File: src/design/ptt_consts.svh
/*
 Constants of the package thermal throttle: register indices, field
 positions, reset values and timing counts.
 Assumes a 50 MHz reference clock; the including file supplies nothing else.
*/
`ifndef PTT_CONSTS_SVH
`define PTT_CONSTS_SVH

`define PTT_IDX_CORE_STAT   12'h19c
`define PTT_IDX_TEMP_TGT    12'h1a2
`define PTT_IDX_PKG_STAT    12'h1b1

`define PTT_B_HOT           0
`define PTT_B_HOT_LOG       1
`define PTT_B_OOS           4
`define PTT_B_OOS_LOG       5
`define PTT_B_THR1          6
`define PTT_B_THR1_LOG      7
`define PTT_B_THR2          8
`define PTT_B_THR2_LOG      9
`define PTT_B_RD_LO         16
`define PTT_B_RD_HI         22
`define PTT_B_VALID         31
`define PTT_B_TJ_LO         16
`define PTT_B_TJ_HI         23

`define PTT_TJ_MAX          8'h64
`define PTT_RATIO_MAX       6'h28
`define PTT_RATIO_MIN       6'h08
`define PTT_VC_BASE         8'h20

`define PTT_CLK_NS          20
`define PTT_MOD_PERIOD_NS   32000
`define PTT_MOD_CYC         (`PTT_MOD_PERIOD_NS / `PTT_CLK_NS)
`define PTT_MOD_ON_CYC      (`PTT_MOD_CYC / 4)
`define PTT_VSTEP_NS        1000
`define PTT_VSTEP_CYC       (`PTT_VSTEP_NS / `PTT_CLK_NS)
`define PTT_FSTALL_NS       200
`define PTT_FSTALL_CYC      (`PTT_FSTALL_NS / `PTT_CLK_NS)
`define PTT_ADAPT_NS        20000
`define PTT_ADAPT_CYC       (`PTT_ADAPT_NS / `PTT_CLK_NS)
`define PTT_HYST_NS         10000
`define PTT_HYST_CYC        (`PTT_HYST_NS / `PTT_CLK_NS)
`define PTT_AVG_WIN_MS      256
`define PTT_AVG_SAMPLES     256
`define PTT_AVG_SAMPLE_CYC  (`PTT_AVG_WIN_MS * 50000 / `PTT_AVG_SAMPLES)

`endif

File: src/design/ptt_pkg.sv
/*
 Types of the package thermal throttle.
 Assumes ptt_consts.svh for all numeric constants.
*/
package ptt_pkg;

   typedef enum logic [1:0] {
      ST_IDLE = 2'b00,
      ST_VUP  = 2'b01,
      ST_FREQ = 2'b10,
      ST_VDN  = 2'b11
   } ptt_op_state_t;

endpackage : ptt_pkg

File: src/design/ptt_throttle.sv
/*
 Package thermal throttle: activation compare, operating point sequencer
 with voltage step codes, fixed duty clock modulation, status registers,
 threshold events and the averaged sideband temperature.
 Assumes sensor readings and performance requests come from logic on
 ref_clk_in, and that the regulator takes one code per strobe.
*/
// Behaviour
// Reaching limit activates control, asserts hot
// Activation offset lowers engage temperature
// Control stays engaged while temperature exceeds limit
// Protection can never be disabled
// Limit temperature read-only in bits 23:16
// Return to normal point with hysteresis
// Upward change: voltage before frequency
// Downward change: frequency before voltage
// Voltage moves in single 5 mV codes
// Regulator accepts dynamic code steps
// Stall execution only during frequency change
// Defer requests above thermal target
// Apply requests below thermal target immediately
// Modulate clocks once at minimum point
// Modulation duty 25% on, 75% off
// Modulation period 32 us, frequency independent
// Stop only below limit after hysteresis
// Snoops and interrupts continue while throttled
// Register instantaneous, sideband 256 ms average
// Readout relative below limit, never above
// Reading zero without offset activates control
// Two programmable thresholds raise interrupts
// Sticky logs until software clears them
`timescale 1ns/1ns
`include "ptt_consts.svh"

module ptt_throttle #(
   parameter int AVG_SAMPLE_CYC = `PTT_AVG_SAMPLE_CYC
) (
   input  wire logic        ref_clk_in,
   input  wire logic        rst_n_in,
   input  wire logic [6:0]  core_rel_temp_in,
   input  wire logic [6:0]  gfx_rel_temp_in,
   input  wire logic [6:0]  act_offset_in,
   input  wire logic [6:0]  thr1_in,
   input  wire logic [6:0]  thr2_in,
   input  wire logic        pstate_req_in,
   input  wire logic [5:0]  pstate_ratio_in,
   input  wire logic        msr_rd_in,
   input  wire logic        msr_wr_in,
   input  wire logic [11:0] msr_idx_in,
   input  wire logic [63:0] msr_wdata_in,
   output logic [63:0]      msr_rdata_out,
   output logic             msr_ack_out,
   output logic             msr_err_out,
   output logic             package_hot_n_out,
   output logic             ctl_active_out,
   output logic [5:0]       ratio_out,
   output logic [7:0]       voltage_step_code_out,
   output logic             vcode_strobe_out,
   output logic             core_stall_out,
   output logic             clk_run_out,
   output logic             pstate_deferred_out,
   output logic             thr_int_out,
   output logic [6:0]       sideband_temp_out
);

   localparam int MOD_CYC  = `PTT_MOD_CYC;
   localparam int ON_CYC   = `PTT_MOD_ON_CYC;
   localparam int VST_CYC  = `PTT_VSTEP_CYC;
   localparam int FST_CYC  = `PTT_FSTALL_CYC;
   localparam int ADP_CYC  = `PTT_ADAPT_CYC;
   localparam int HYS_CYC  = `PTT_HYST_CYC;

   function automatic logic [7:0] vc_of(input logic [5:0] r);
      vc_of = `PTT_VC_BASE + {1'b0, r, 1'b0};
   endfunction : vc_of

   logic [6:0]  pkg_rel;
   logic        hot;
   logic        hot_r;
   logic        ctl_r;
   logic [15:0] hyst_cnt_r;
   logic [15:0] adp_cnt_r;
   logic [5:0]  therm_ratio_r;
   logic [5:0]  os_ratio_r;
   logic [5:0]  tgt;
   logic [5:0]  tgt_r;
   logic [5:0]  ratio_r;
   logic [7:0]  vcode_r;
   logic        vstb_r;
   logic [15:0] step_cnt_r;
   logic        mod_en;
   logic [10:0] mod_cnt_r;
   logic        clk_run_r;
   logic [3:0]  core_st;
   logic [3:0]  pkg_st;
   logic [3:0]  core_prev_r;
   logic [3:0]  pkg_prev_r;
   logic [3:0]  core_log_r;
   logic [3:0]  pkg_log_r;
   logic [3:0]  core_clr;
   logic [3:0]  pkg_clr;
   logic        thr_int_r;
   logic [31:0] smp_cnt_r;
   logic [7:0]  smp_idx_r;
   logic [14:0] acc_r;
   logic [6:0]  avg_r;
   logic [63:0] rdata_nxt;
   logic        err_nxt;
   logic [63:0] rdata_r;
   logic        ack_r;
   logic        err_r;
   ptt_pkg::ptt_op_state_t st_r;

   // Package reading is the hottest sensor, the smallest relative value
   assign pkg_rel = (core_rel_temp_in < gfx_rel_temp_in) ?
                    core_rel_temp_in : gfx_rel_temp_in;
   // No enable term exists anywhere on this path
   assign hot = (pkg_rel <= act_offset_in);

   always_ff @(posedge ref_clk_in or negedge rst_n_in) begin
      if (!rst_n_in) begin
         hot_r <= 1'b0;
      end else begin
         hot_r <= hot;
      end
   end

   // Engagement and hysteresis timer
   always_ff @(posedge ref_clk_in or negedge rst_n_in) begin
      if (!rst_n_in) begin
         ctl_r      <= 1'b0;
         hyst_cnt_r <= 16'h0000;
      end else if (hot_r) begin
         ctl_r      <= 1'b1;
         hyst_cnt_r <= 16'h0000;
      end else if (ctl_r) begin
         if (hyst_cnt_r == 16'(HYS_CYC - 1)) begin
            ctl_r      <= 1'b0;
            hyst_cnt_r <= 16'h0000;
         end else begin
            hyst_cnt_r <= hyst_cnt_r + 16'h0001;
         end
      end
   end

   // Thermal target walks down one ratio per interval while hot
   always_ff @(posedge ref_clk_in or negedge rst_n_in) begin
      if (!rst_n_in) begin
         therm_ratio_r <= `PTT_RATIO_MAX;
         adp_cnt_r     <= 16'h0000;
      end else if (!ctl_r) begin
         therm_ratio_r <= `PTT_RATIO_MAX;
         adp_cnt_r     <= 16'h0000;
      end else if (hot_r) begin
         if (adp_cnt_r == 16'(ADP_CYC - 1)) begin
            adp_cnt_r <= 16'h0000;
            if (therm_ratio_r > `PTT_RATIO_MIN) begin
               therm_ratio_r <= therm_ratio_r - 6'h01;
            end
         end else begin
            adp_cnt_r <= adp_cnt_r + 16'h0001;
         end
      end
   end

   // Requests are clamped into the supported range
   always_ff @(posedge ref_clk_in or negedge rst_n_in) begin
      if (!rst_n_in) begin
         os_ratio_r <= `PTT_RATIO_MAX;
      end else if (pstate_req_in) begin
         if (pstate_ratio_in > `PTT_RATIO_MAX) begin
            os_ratio_r <= `PTT_RATIO_MAX;
         end else if (pstate_ratio_in < `PTT_RATIO_MIN) begin
            os_ratio_r <= `PTT_RATIO_MIN;
         end else begin
            os_ratio_r <= pstate_ratio_in;
         end
      end
   end

   // A higher request waits, a lower one wins at once
   assign tgt = (ctl_r && os_ratio_r > therm_ratio_r) ?
                therm_ratio_r : os_ratio_r;

   // Operating point sequencer
   always_ff @(posedge ref_clk_in or negedge rst_n_in) begin
      if (!rst_n_in) begin
         st_r       <= ptt_pkg::ST_IDLE;
         tgt_r      <= `PTT_RATIO_MAX;
         ratio_r    <= `PTT_RATIO_MAX;
         vcode_r    <= `PTT_VC_BASE + {1'b0, `PTT_RATIO_MAX, 1'b0};
         vstb_r     <= 1'b0;
         step_cnt_r <= 16'h0000;
      end else begin
         vstb_r <= 1'b0;
         unique case (st_r)
            ptt_pkg::ST_IDLE: begin
               step_cnt_r <= 16'h0000;
               tgt_r      <= tgt;
               if (tgt > ratio_r) begin
                  st_r <= ptt_pkg::ST_VUP;
               end else if (tgt < ratio_r) begin
                  st_r <= ptt_pkg::ST_FREQ;
               end
            end
            ptt_pkg::ST_VUP: begin
               if (step_cnt_r == 16'(VST_CYC - 1)) begin
                  step_cnt_r <= 16'h0000;
                  if (vcode_r < vc_of(tgt_r)) begin
                     vcode_r <= vcode_r + 8'h01;
                     vstb_r  <= 1'b1;
                  end else begin
                     st_r <= ptt_pkg::ST_FREQ;
                  end
               end else begin
                  step_cnt_r <= step_cnt_r + 16'h0001;
               end
            end
            ptt_pkg::ST_FREQ: begin
               if (step_cnt_r == 16'(FST_CYC - 1)) begin
                  step_cnt_r <= 16'h0000;
                  ratio_r    <= tgt_r;
                  if (vcode_r > vc_of(tgt_r)) begin
                     st_r <= ptt_pkg::ST_VDN;
                  end else begin
                     st_r <= ptt_pkg::ST_IDLE;
                  end
               end else begin
                  step_cnt_r <= step_cnt_r + 16'h0001;
               end
            end
            ptt_pkg::ST_VDN: begin
               if (step_cnt_r == 16'(VST_CYC - 1)) begin
                  step_cnt_r <= 16'h0000;
                  if (vcode_r > vc_of(tgt_r)) begin
                     vcode_r <= vcode_r - 8'h01;
                     vstb_r  <= 1'b1;
                  end else begin
                     st_r <= ptt_pkg::ST_IDLE;
                  end
               end else begin
                  step_cnt_r <= step_cnt_r + 16'h0001;
               end
            end
         endcase
      end
   end

   // Modulation only once the lowest point is fully reached
   assign mod_en = ctl_r && (therm_ratio_r == `PTT_RATIO_MIN) &&
                   (ratio_r == `PTT_RATIO_MIN) &&
                   (st_r == ptt_pkg::ST_IDLE);

   // Counted in reference cycles, so core ratio never affects it
   always_ff @(posedge ref_clk_in or negedge rst_n_in) begin
      if (!rst_n_in) begin
         mod_cnt_r <= 11'h000;
         clk_run_r <= 1'b1;
      end else if (!mod_en) begin
         mod_cnt_r <= 11'h000;
         clk_run_r <= 1'b1;
      end else begin
         if (mod_cnt_r == 11'(MOD_CYC - 1)) begin
            mod_cnt_r <= 11'h000;
         end else begin
            mod_cnt_r <= mod_cnt_r + 11'h001;
         end
         clk_run_r <= (mod_cnt_r < 11'(ON_CYC));
      end
   end

   // Status vectors: {thr2, thr1, out of spec, hot}
   assign core_st = {core_rel_temp_in <= thr2_in,
                     core_rel_temp_in <= thr1_in,
                     mod_en && core_rel_temp_in == 7'h00, hot_r};
   assign pkg_st  = {pkg_rel <= thr2_in, pkg_rel <= thr1_in,
                     mod_en && pkg_rel == 7'h00, hot_r};

   // Log bits clear on a written zero; a written one leaves them
   assign core_clr = (msr_wr_in && msr_idx_in == `PTT_IDX_CORE_STAT) ?
      ~{msr_wdata_in[`PTT_B_THR2_LOG], msr_wdata_in[`PTT_B_THR1_LOG],
        msr_wdata_in[`PTT_B_OOS_LOG], msr_wdata_in[`PTT_B_HOT_LOG]} :
      4'h0;
   assign pkg_clr  = (msr_wr_in && msr_idx_in == `PTT_IDX_PKG_STAT) ?
      ~{msr_wdata_in[`PTT_B_THR2_LOG], msr_wdata_in[`PTT_B_THR1_LOG],
        msr_wdata_in[`PTT_B_OOS_LOG], msr_wdata_in[`PTT_B_HOT_LOG]} :
      4'h0;

   // A new event in the clearing cycle keeps its log bit set
   always_ff @(posedge ref_clk_in or negedge rst_n_in) begin
      if (!rst_n_in) begin
         core_prev_r <= 4'h0;
         pkg_prev_r  <= 4'h0;
         core_log_r  <= 4'h0;
         pkg_log_r   <= 4'h0;
         thr_int_r   <= 1'b0;
      end else begin
         core_prev_r <= core_st;
         pkg_prev_r  <= pkg_st;
         core_log_r  <= (core_st & ~core_prev_r) |
                        (core_log_r & ~core_clr);
         pkg_log_r   <= (pkg_st & ~pkg_prev_r) |
                        (pkg_log_r & ~pkg_clr);
         thr_int_r   <= |(core_st[3:2] ^ core_prev_r[3:2]);
      end
   end

   // Sideband value: mean of 256 evenly spaced samples of the hottest
   always_ff @(posedge ref_clk_in or negedge rst_n_in) begin
      if (!rst_n_in) begin
         smp_cnt_r <= 32'h0000_0000;
         smp_idx_r <= 8'h00;
         acc_r     <= 15'h0000;
         avg_r     <= 7'h00;
      end else if (smp_cnt_r == 32'(AVG_SAMPLE_CYC - 1)) begin
         smp_cnt_r <= 32'h0000_0000;
         smp_idx_r <= smp_idx_r + 8'h01;
         if (smp_idx_r == 8'hff) begin
            avg_r <= 7'((acc_r + {8'h00, pkg_rel}) >> 8);
            acc_r <= 15'h0000;
         end else begin
            acc_r <= acc_r + {8'h00, pkg_rel};
         end
      end else begin
         smp_cnt_r <= smp_cnt_r + 32'h0000_0001;
      end
   end

   // Register read mux; readouts are relative, so never above the limit
   always_comb begin
      rdata_nxt = 64'h0;
      err_nxt   = 1'b0;
      unique case (msr_idx_in)
         `PTT_IDX_CORE_STAT: begin
            rdata_nxt[`PTT_B_HOT]      = core_st[0];
            rdata_nxt[`PTT_B_HOT_LOG]  = core_log_r[0];
            rdata_nxt[`PTT_B_OOS]      = core_st[1];
            rdata_nxt[`PTT_B_OOS_LOG]  = core_log_r[1];
            rdata_nxt[`PTT_B_THR1]     = core_st[2];
            rdata_nxt[`PTT_B_THR1_LOG] = core_log_r[2];
            rdata_nxt[`PTT_B_THR2]     = core_st[3];
            rdata_nxt[`PTT_B_THR2_LOG] = core_log_r[3];
            rdata_nxt[`PTT_B_RD_HI:`PTT_B_RD_LO] =
               core_rel_temp_in;
            rdata_nxt[`PTT_B_VALID]    = 1'b1;
         end
         `PTT_IDX_PKG_STAT: begin
            rdata_nxt[`PTT_B_HOT]      = pkg_st[0];
            rdata_nxt[`PTT_B_HOT_LOG]  = pkg_log_r[0];
            rdata_nxt[`PTT_B_OOS]      = pkg_st[1];
            rdata_nxt[`PTT_B_OOS_LOG]  = pkg_log_r[1];
            rdata_nxt[`PTT_B_THR1]     = pkg_st[2];
            rdata_nxt[`PTT_B_THR1_LOG] = pkg_log_r[2];
            rdata_nxt[`PTT_B_THR2]     = pkg_st[3];
            rdata_nxt[`PTT_B_THR2_LOG] = pkg_log_r[3];
            rdata_nxt[`PTT_B_RD_HI:`PTT_B_RD_LO] = pkg_rel;
         end
         `PTT_IDX_TEMP_TGT: begin
            rdata_nxt[`PTT_B_TJ_HI:`PTT_B_TJ_LO] = `PTT_TJ_MAX;
            err_nxt = msr_wr_in;
         end
         default: begin
            err_nxt = 1'b1;
         end
      endcase
   end

   always_ff @(posedge ref_clk_in or negedge rst_n_in) begin
      if (!rst_n_in) begin
         rdata_r <= 64'h0;
         ack_r   <= 1'b0;
         err_r   <= 1'b0;
      end else begin
         ack_r   <= msr_rd_in | msr_wr_in;
         err_r   <= (msr_rd_in | msr_wr_in) & err_nxt;
         rdata_r <= msr_rd_in ? rdata_nxt : 64'h0;
      end
   end

   assign msr_rdata_out         = rdata_r;
   assign msr_ack_out           = ack_r;
   assign msr_err_out           = err_r;
   assign package_hot_n_out     = ~hot_r;
   assign ctl_active_out        = ctl_r;
   assign ratio_out             = ratio_r;
   assign voltage_step_code_out = vcode_r;
   assign vcode_strobe_out      = vstb_r;
   // Only frequency moves stall; snoops and interrupts are never held
   assign core_stall_out        = (st_r == ptt_pkg::ST_FREQ);
   assign clk_run_out           = clk_run_r;
   assign pstate_deferred_out   = ctl_r && (os_ratio_r > therm_ratio_r);
   assign thr_int_out           = thr_int_r;
   assign sideband_temp_out     = avg_r;

endmodule : ptt_throttle

File: config.mk
export PLATFORM = sky130hd
export DESIGN_NAME = ptt_throttle
export DESIGN_NICKNAME = d
export VERILOG_FILES = /design/src/design/ptt_pkg.sv /design/src/design/ptt_throttle.sv
export VERILOG_INCLUDE_DIRS = /design/src /design/src/design
export SDC_FILE = /design/constraint.sdc
export NUM_CORES = 1
export LEC_CHECK = 0
export BUFFER_PORTS_ARGS = -buffer_cell sky130_fd_sc_hd__buf_2
export CAP_MARGIN = 20
export CORE_MARGIN = 2
export CORE_UTILIZATION = 30
export DETAILED_ROUTE_END_ITERATION = 6
export PLACE_DENSITY = 0.49
export RECOVER_POWER = 100
export SYNTH_ARGS = -nofsm -noshare
export SYNTH_HDL_FRONTEND = slang
export SYNTH_SLANG_ARGS = --single-unit
File: constraint.sdc
create_clock -name ref_clk_in -period 4.08 [get_ports ref_clk_in]
set_input_delay 0 -clock ref_clk_in [delete_from_list [all_inputs] [get_ports ref_clk_in]]
set_output_delay 0 -clock ref_clk_in [all_outputs]
set_load 0.02 [all_outputs]
* Yosys cells after proc, flatten, opt, wreduce, memory -nomap -nowiden *
Cells that the tools add are included.

word-level totals
  word-level logic and storage cells = 166
  flip-flop bits (word level) = 210

cells by class
  reductions and logical operators = 21
  bitwise gates (word level) = 15
  eq/ne operators = 26
  order comparisons = 15
  $add $sub $neg = 11
  multiplexer cells = 52

operator list
  kind                                                               count
  16-bit two-way mux                                                 8
  32-bit two-way mux                                                 2
  16-bit by 1-bit adder with 16-bit output, second input constant    3
  16-bit one-hot mux with 3 select lines                             1
  6-bit two-way mux                                                  7
  12-bit by 9-bit == test with 1-bit output, second input constant   3
  7-bit <= comparator                                                5
  32-bit by 1-bit adder with 32-bit output, second input constant    1
  32-bit by 16-bit == test with 1-bit output, second input constant  1
  8-bit two-way mux                                                  4
  11-bit two-way mux                                                 2
  7-bit one-hot mux with 3 select lines                              1
  4-bit NOT                                                          5
  8-bit by 1-bit adder with 8-bit output, second input constant      2
  4-bit AND                                                          4
  16-bit by 10-bit == test with 1-bit output, second input constant  1
  16-bit by 4-bit == test with 1-bit output, second input constant   1
  16-bit by 6-bit == test with 1-bit output, second input constant   1
  16-bit by 9-bit == test with 1-bit output, second input constant   1
  2-bit two-way mux                                                  8
  8-bit one-hot mux with 2 select lines                              1
  15-bit by 7-bit adder with 15-bit output                           1
  15-bit two-way mux                                                 1
  7-bit logical NOT                                                  2
  41 further kinds                                                   74

* Longest topological paths before layout *
  depth in word-level cells = 7
  gate-level depth with buffers = 17
  mapped depth without buffers = 17

* Least setup slack after synthesis *
Ideal clock, no wire load.

  path kind = reg-to-reg
  from = register therm_ratio_r[3]
  to = register st_r[1]
  buffers on the path = 0
  required time = 3955 ps
  library setup time = 125 ps
  stages on the path, launching flop included = 14
  path slack = 406 ps
  data arrival time = 3549 ps
  clock period less this slack = 3674 ps
  path through = dfstp_2 -> inv_1 -> ha_1 -> and4_1 -> nand3_1 -> nand2_1 -> a31oi_1 -> mux2_2 -> ha_1 -> a211oi_1 -> o21ai_0 -> o2111ai_1 -> o311ai_1 -> mux2_2

on the way
  cells in the longest elaborated chain, start to end = 6
  elaborated cells on any way between the ends = 9
  those cells by class = order compare: 3; eq/ne: 1; mux: 3; reduce/logical: 2

RTL lines
  element                                                                                        RTL line                                  RTL
  start: declaration                                                                             ptt_throttle.sv:83                        logic [5:0] therm_ratio_r;
  start signal: assignment                                                                       ptt_throttle.sv:149                       therm_ratio_r <= `PTT_RATIO_MAX;
  start signal: assignment                                                                       ptt_throttle.sv:152                       therm_ratio_r <= `PTT_RATIO_MAX;
  start signal: assignment                                                                       ptt_throttle.sv:158                       therm_ratio_r <= therm_ratio_r - 6'h01;
  6-bit > comparator *                                                                           n/a
  1-bit logical AND *                                                                            n/a
  via pstate_deferred_out                                                                        ptt_throttle.sv:61                        output logic pstate_deferred_out,
  6-bit two-way mux *                                                                            ptt_throttle.sv:182                       assign tgt = (ctl_r && os_ratio_r > therm_ratio_r) ?
  via tgt[5]                                                                                     ptt_throttle.sv:85                        logic [5:0] tgt;
  6-bit > comparator / 6-bit < comparator (equally long branches)                                ptt_throttle.sv:200, ptt_throttle.sv:202
  3-bit != test (no line) / 2-bit two-way mux (equally long branches)                            n/a
  6-bit AND reduction (no line) / 2-bit one-hot mux with 4 select lines (equally long branches)  n/a
  end signal: assignment                                                                         ptt_throttle.sv:188                       st_r <= ptt_pkg::ST_IDLE;
  end signal: assignment                                                                         ptt_throttle.sv:201                       st_r <= ptt_pkg::ST_VUP;
  end signal: assignment                                                                         ptt_throttle.sv:203                       st_r <= ptt_pkg::ST_FREQ;
  end: declaration                                                                               ptt_throttle.sv:112                       ptt_pkg::ptt_op_state_t st_r;

Mark *: on every way through the listed nets, which the timed path passes. The rest lies on a longest branch.
A chain may end at the register's enable or synchronous reset.

* Worst setup path in the final report *
  from = input core_rel_temp_in[5]
  to = register avg_r[2], in the netlist sideband_temp_out[2]

on the way
  cells in the longest elaborated chain, start to end = 3

RTL lines
  element                                     RTL line             RTL
  start: declaration                          ptt_throttle.sv:40   input wire logic [6:0] core_rel_temp_in,
  7-bit < comparator                          ptt_throttle.sv:115  assign pkg_rel = (core_rel_temp_in < gfx_rel_temp_in) ?
  7-bit two-way mux *                         ptt_throttle.sv:115
  15-bit by 7-bit adder with 15-bit output *  ptt_throttle.sv:319  avg_r <= 7'((acc_r + {8'h00, pkg_rel}) >> 8);
  end signal: assignment                      ptt_throttle.sv:319
  end: declaration                            ptt_throttle.sv:106  logic [6:0] avg_r;

Mark *: on every way between the ends. The rest lies on a longest branch, timed or not.

==> out/results.txt <==
Post-synthesis simple-gate area fraction: 20.7%
Critical path startpoint category: primary input
Clock latency on the worst-skew pair: 440 ps
Clk slew on worst S/H paths: 80 ps
Slowest CP cell: dlygate4sd3_1
Nets: 1569
HPWL reported at the end of detailed placement: 18800 um
R2r setup slk: 490 ps
FF-to-FF path depth: 13
Min-Delay Endpoint: core_log_r[1]
Crit Path Category: primary input to flip-flop
P per Cell Area: 389 mW/mm^2
Core area: 0.0377 sq mm
Pre-antenna DRT Iters: 4
Synth Area per Inst: 9.45 sq um
Die Ht: 200 um
Sequential area share after synthesis: 42.2%
Status: finished, violations left
Placed inst area: 0.0124 sq mm
Post-route cell area: 0.0133 sq mm
Hold Fails Final Rpt: 0
Worst Tran Pin Value: 2960 ps
Layout cells sized above 1: 9.18%
Synth Area in Compound Gates: 12.2%
Top cell type's share of synthesized area: 39.4%
Io pins: 216
Initial antenna violation count: 0
FF+latch count, synth: 193
DRC: 0
Max frequency: 274 MHz
Main combinational cell family by area after synthesis: simple AND/OR/NAND/NOR gates
Clk root buf: clkbuf_16
Antenna-violating nets left: 0
Die area: 0.0399 sq mm
Via-to-Cell Ratio: 4.73
Vias in the first global route: 8858
Final wirelength: 26100 um
Multi-input combinational cell area: 0.00601 sq mm
R2r startpoint: therm_ratio_r[3]
RSZ-0062 raised after global routing: false
Clk_skew: 12.5 ps
Arr. time, crit path: 4010 ps
Critical path's largest stage delay: 530 ps
Routability cong.: 0.799
Inserted Clock Buffers: 17
Min-Delay Path Class: primary input to flip-flop
Worst Path Buf+Inv: 4
Ant diodes: 0
Tot Pwr: 5160 uW
Critical Path, Cell by Cell: dlygate4sd3_1 -> buf_2 -> ha_1 -> a2111oi_0 -> o21a_1 -> nor2_1 -> nor2_1 -> a21o_1 -> ha_1 -> inv_1 -> fa_1 -> nor2b_1 -> o31ai_1 -> a21oi_1 -> buf_4 -> nand3_1 -> xor2_1 -> o21ai_0
P_leak: 0.00605 uW
Failing checks: capacitance limit, slew limit
Largest area contributor in the netlist: dfrtp_1
Final Critical Period: 3660 ps
Final TNS setup: 0 ps
Area Overhead vs Synth: 15.6%
Post-synthesis xor/xnor area fraction: 6.71%
Crit path required time: 4440 ps
Multiplexer area fraction after synthesis: 1.81%
DR vias: 8907
Fillers: 3923
Cell family with the largest share of critical-path delay: compound AO/OA/AOI/OAI gates
Initial Util: 30.5%
Max Cap Violations: 1
Cells after Synth: 1215
Slew Limit Fails: 116
Post-Synth Adder-Cell Area: 9.61%
CP endpoint kind: flip-flop
Asr flop ratio synth: 100%
Number of flops mapped to enable cells by yosys: 0
Worst hold path stage count: 4
Peak supply drop: 0.000308 V
Period utilization: 89.6%
Distinct cells, synth: 76
Die W: 200 um
Reg2reg end: st_r[1]
Htree depth: 4
DRT iter0 DRCs: 371
Buffers on Ports: 107
Final setup vio count: 0
WL per Instance: 13.9 um
Clk buf depth: 2
CTS tree: yes
Yosys warnings: 0
Ranking of synthesized cells by area: dfrtp_1 39%, ha_1 9.3%, o21ai_0 4.0%, xor2_1 3.7%, buf_4 3.3%
Hold Startpoint: core_rel_temp_in[4]
Cell Area, Synth: 0.0115 sq mm
Overflow after GRT: 0
Sequential Area: 0.00484 sq mm
Clock sinks: 193
Total GRT Usage: 13.8%
Rows: 71
Rel. slew slack: -97.3%
First-pass GRT wire length: 44300 um
Main synth FF type: dfrtp_1
Fin util: 35.2%
Worst Path Max Fanout: 9
Largest net degree at the start of global routing: 117
cell families (layout without fill, tap and decap cells):
family                     count (synthesis)  count (layout)
AOI/OAI and AO/OA                        224             224
and+or+nand+nor                          451             451
adders and majority gates                 87              87
xor gates and xnor gates                  88              88
buffers and inverters                    152             263
DFF                                      193             193
muxes                                     19              19
other                                      1              48
flip-flops by register name, indices dropped and copies added (netlist names), 2 cells and up:
register / flops
tgt_r: 6
hyst_cnt_r: 16
voltage_step_code_out: 8
os_ratio_r: 6
sideband_temp_out: 7
adp_cnt_r: 16
core_log_r: 4
smp_cnt_r: 32
step_cnt_r: 16
mod_cnt_r: 11
smp_idx_r: 8
pkg_log_r: 4
ratio_out: 6
core_prev_r: 3
therm_ratio_r: 6
st_r: 2
pkg_prev_r: 4
msr_rdata_out: 16
acc_r: 15
through the flow:
| stage | instances | hold slack (ps) | setup slack [ps] |
|---|---|---|---|
| after CTS | 1884 | 10.2 | 444 |
| after floorplan | 1262 | -296 | 406 |
| after global routing | 1884 | 19.7 | 21.2 |
| final | 1884 | 27.9 | 425 |
| after global placement | 1813 | 211 | 530 |
| after detailed placement | 1813 | 209 | 509 |
layout by cell type (no fill, tap or decap), types with 5 or more instances in the layout:
cell           synthesis  routed
a21oi_1               30      30
inv_8                  0       5
nand4_1               32      32
or3_1                 12      12
inv_1                 75      75
ha_1                  85      85
buf_2                  3      57
a21boi_0               5       7
xnor2_1               39      39
a21o_1                14      14
nor3_1                18      18
nor2_1                97      98
conb_1                 1      48
o31ai_1               15      15
a31oi_1               11      11
and3_1                23      23
nor4b_1                6       7
o21a_1                19      19
mux2_2                14      11
dfstp_2               12      10
mux2i_1                5       5
xor2_1                49      49
nand2b_1              14      14
dlygate4sd3_1          0      39
dfrtp_1              181     181
nand3_1               67      67
clkbuf_1              20      54
o21ai_0               91      92
and4_1                10      10
nor2b_1               25      25
nand3b_1               6       6
nand2_1               93      93
nor4_1                15      15
a22oi_1                6       6
or4_1                  6       7
clkbuf_16              0      17
worst max-delay path by stage:
stage / start / end / depth (start not counted) / slack (ps)
finish: core_rel_temp_in[5] / sideband_temp_out[2] / 18 / 420
global route: core_rel_temp_in[5] / acc_r[11] / 14 / 20
CTS: core_rel_temp_in[5] / acc_r[11] / 14 / 440
detailed placement: core_rel_temp_in[5] / acc_r[11] / 13 / 510
global placement: core_rel_temp_in[5] / acc_r[11] / 13 / 530
floorplan: therm_ratio_r[3] / st_r[1] / 13 / 410
power by group:
group / switching [uW] / internal, uW
Sequential: 159 / 2070
Clock: 834 / 814
Combinational: 750 / 530
Total: 1740 / 3420
worst register-to-register path, stage by stage (launching register included):
cell,delay [ps]
dfstp_1,640
inv_1,110
ha_1,310
and4_1,210
o21ai_0,100
a31oi_1,170
buf_4,190
mux2_1,380
ha_1,320
a211oi_1,220
o21ai_0,140
o2111ai_1,130
o311ai_0,240
mux2_2,350
per-layer routing:
metal	global-route usage, %	part of all wire [%]	wire, um
met5	0	0	0
met4	3.65	1.1	291
met3	2.28	2.6	676
met2	22.4	47	12300
met1	18.9	49	12900
layout make-up:
| class | instances | area share, % |
|---|---|---|
| well taps | 511 | 4.82 |
| multi-input cells | 917 | 45.3 |
| inverters | 75 | 2.12 |
| repair buffers | 156 | 7.03 |
| flip-flops and latches | 193 | 36.5 |
| clock buffers | 17 | 3.21 |
| clock inverters | 15 | 1.07 |
repair_timing:
action	4_1_cts	5_1_grt
resized for setup	0	0
hold endpoints to repair	147	0
setup buffers	0	0
hold buffers	39	0
synthesized netlist by cell type (all sizes together), types with 14 or more instances:
master,instances
dfrtp,181
nor2,98
nand2,94
o21ai,94
ha,85
inv,75
nand3,67
buf,57
xor2,49
xnor2,39
nand4,32
a21oi,30
nor2b,25
and3,23
clkbuf,20
o21a,19
nor3,18
nor4,16
o31ai,15
a21o,14
mux2,14
nand2b,14
(Power assumes the default switching activity.)
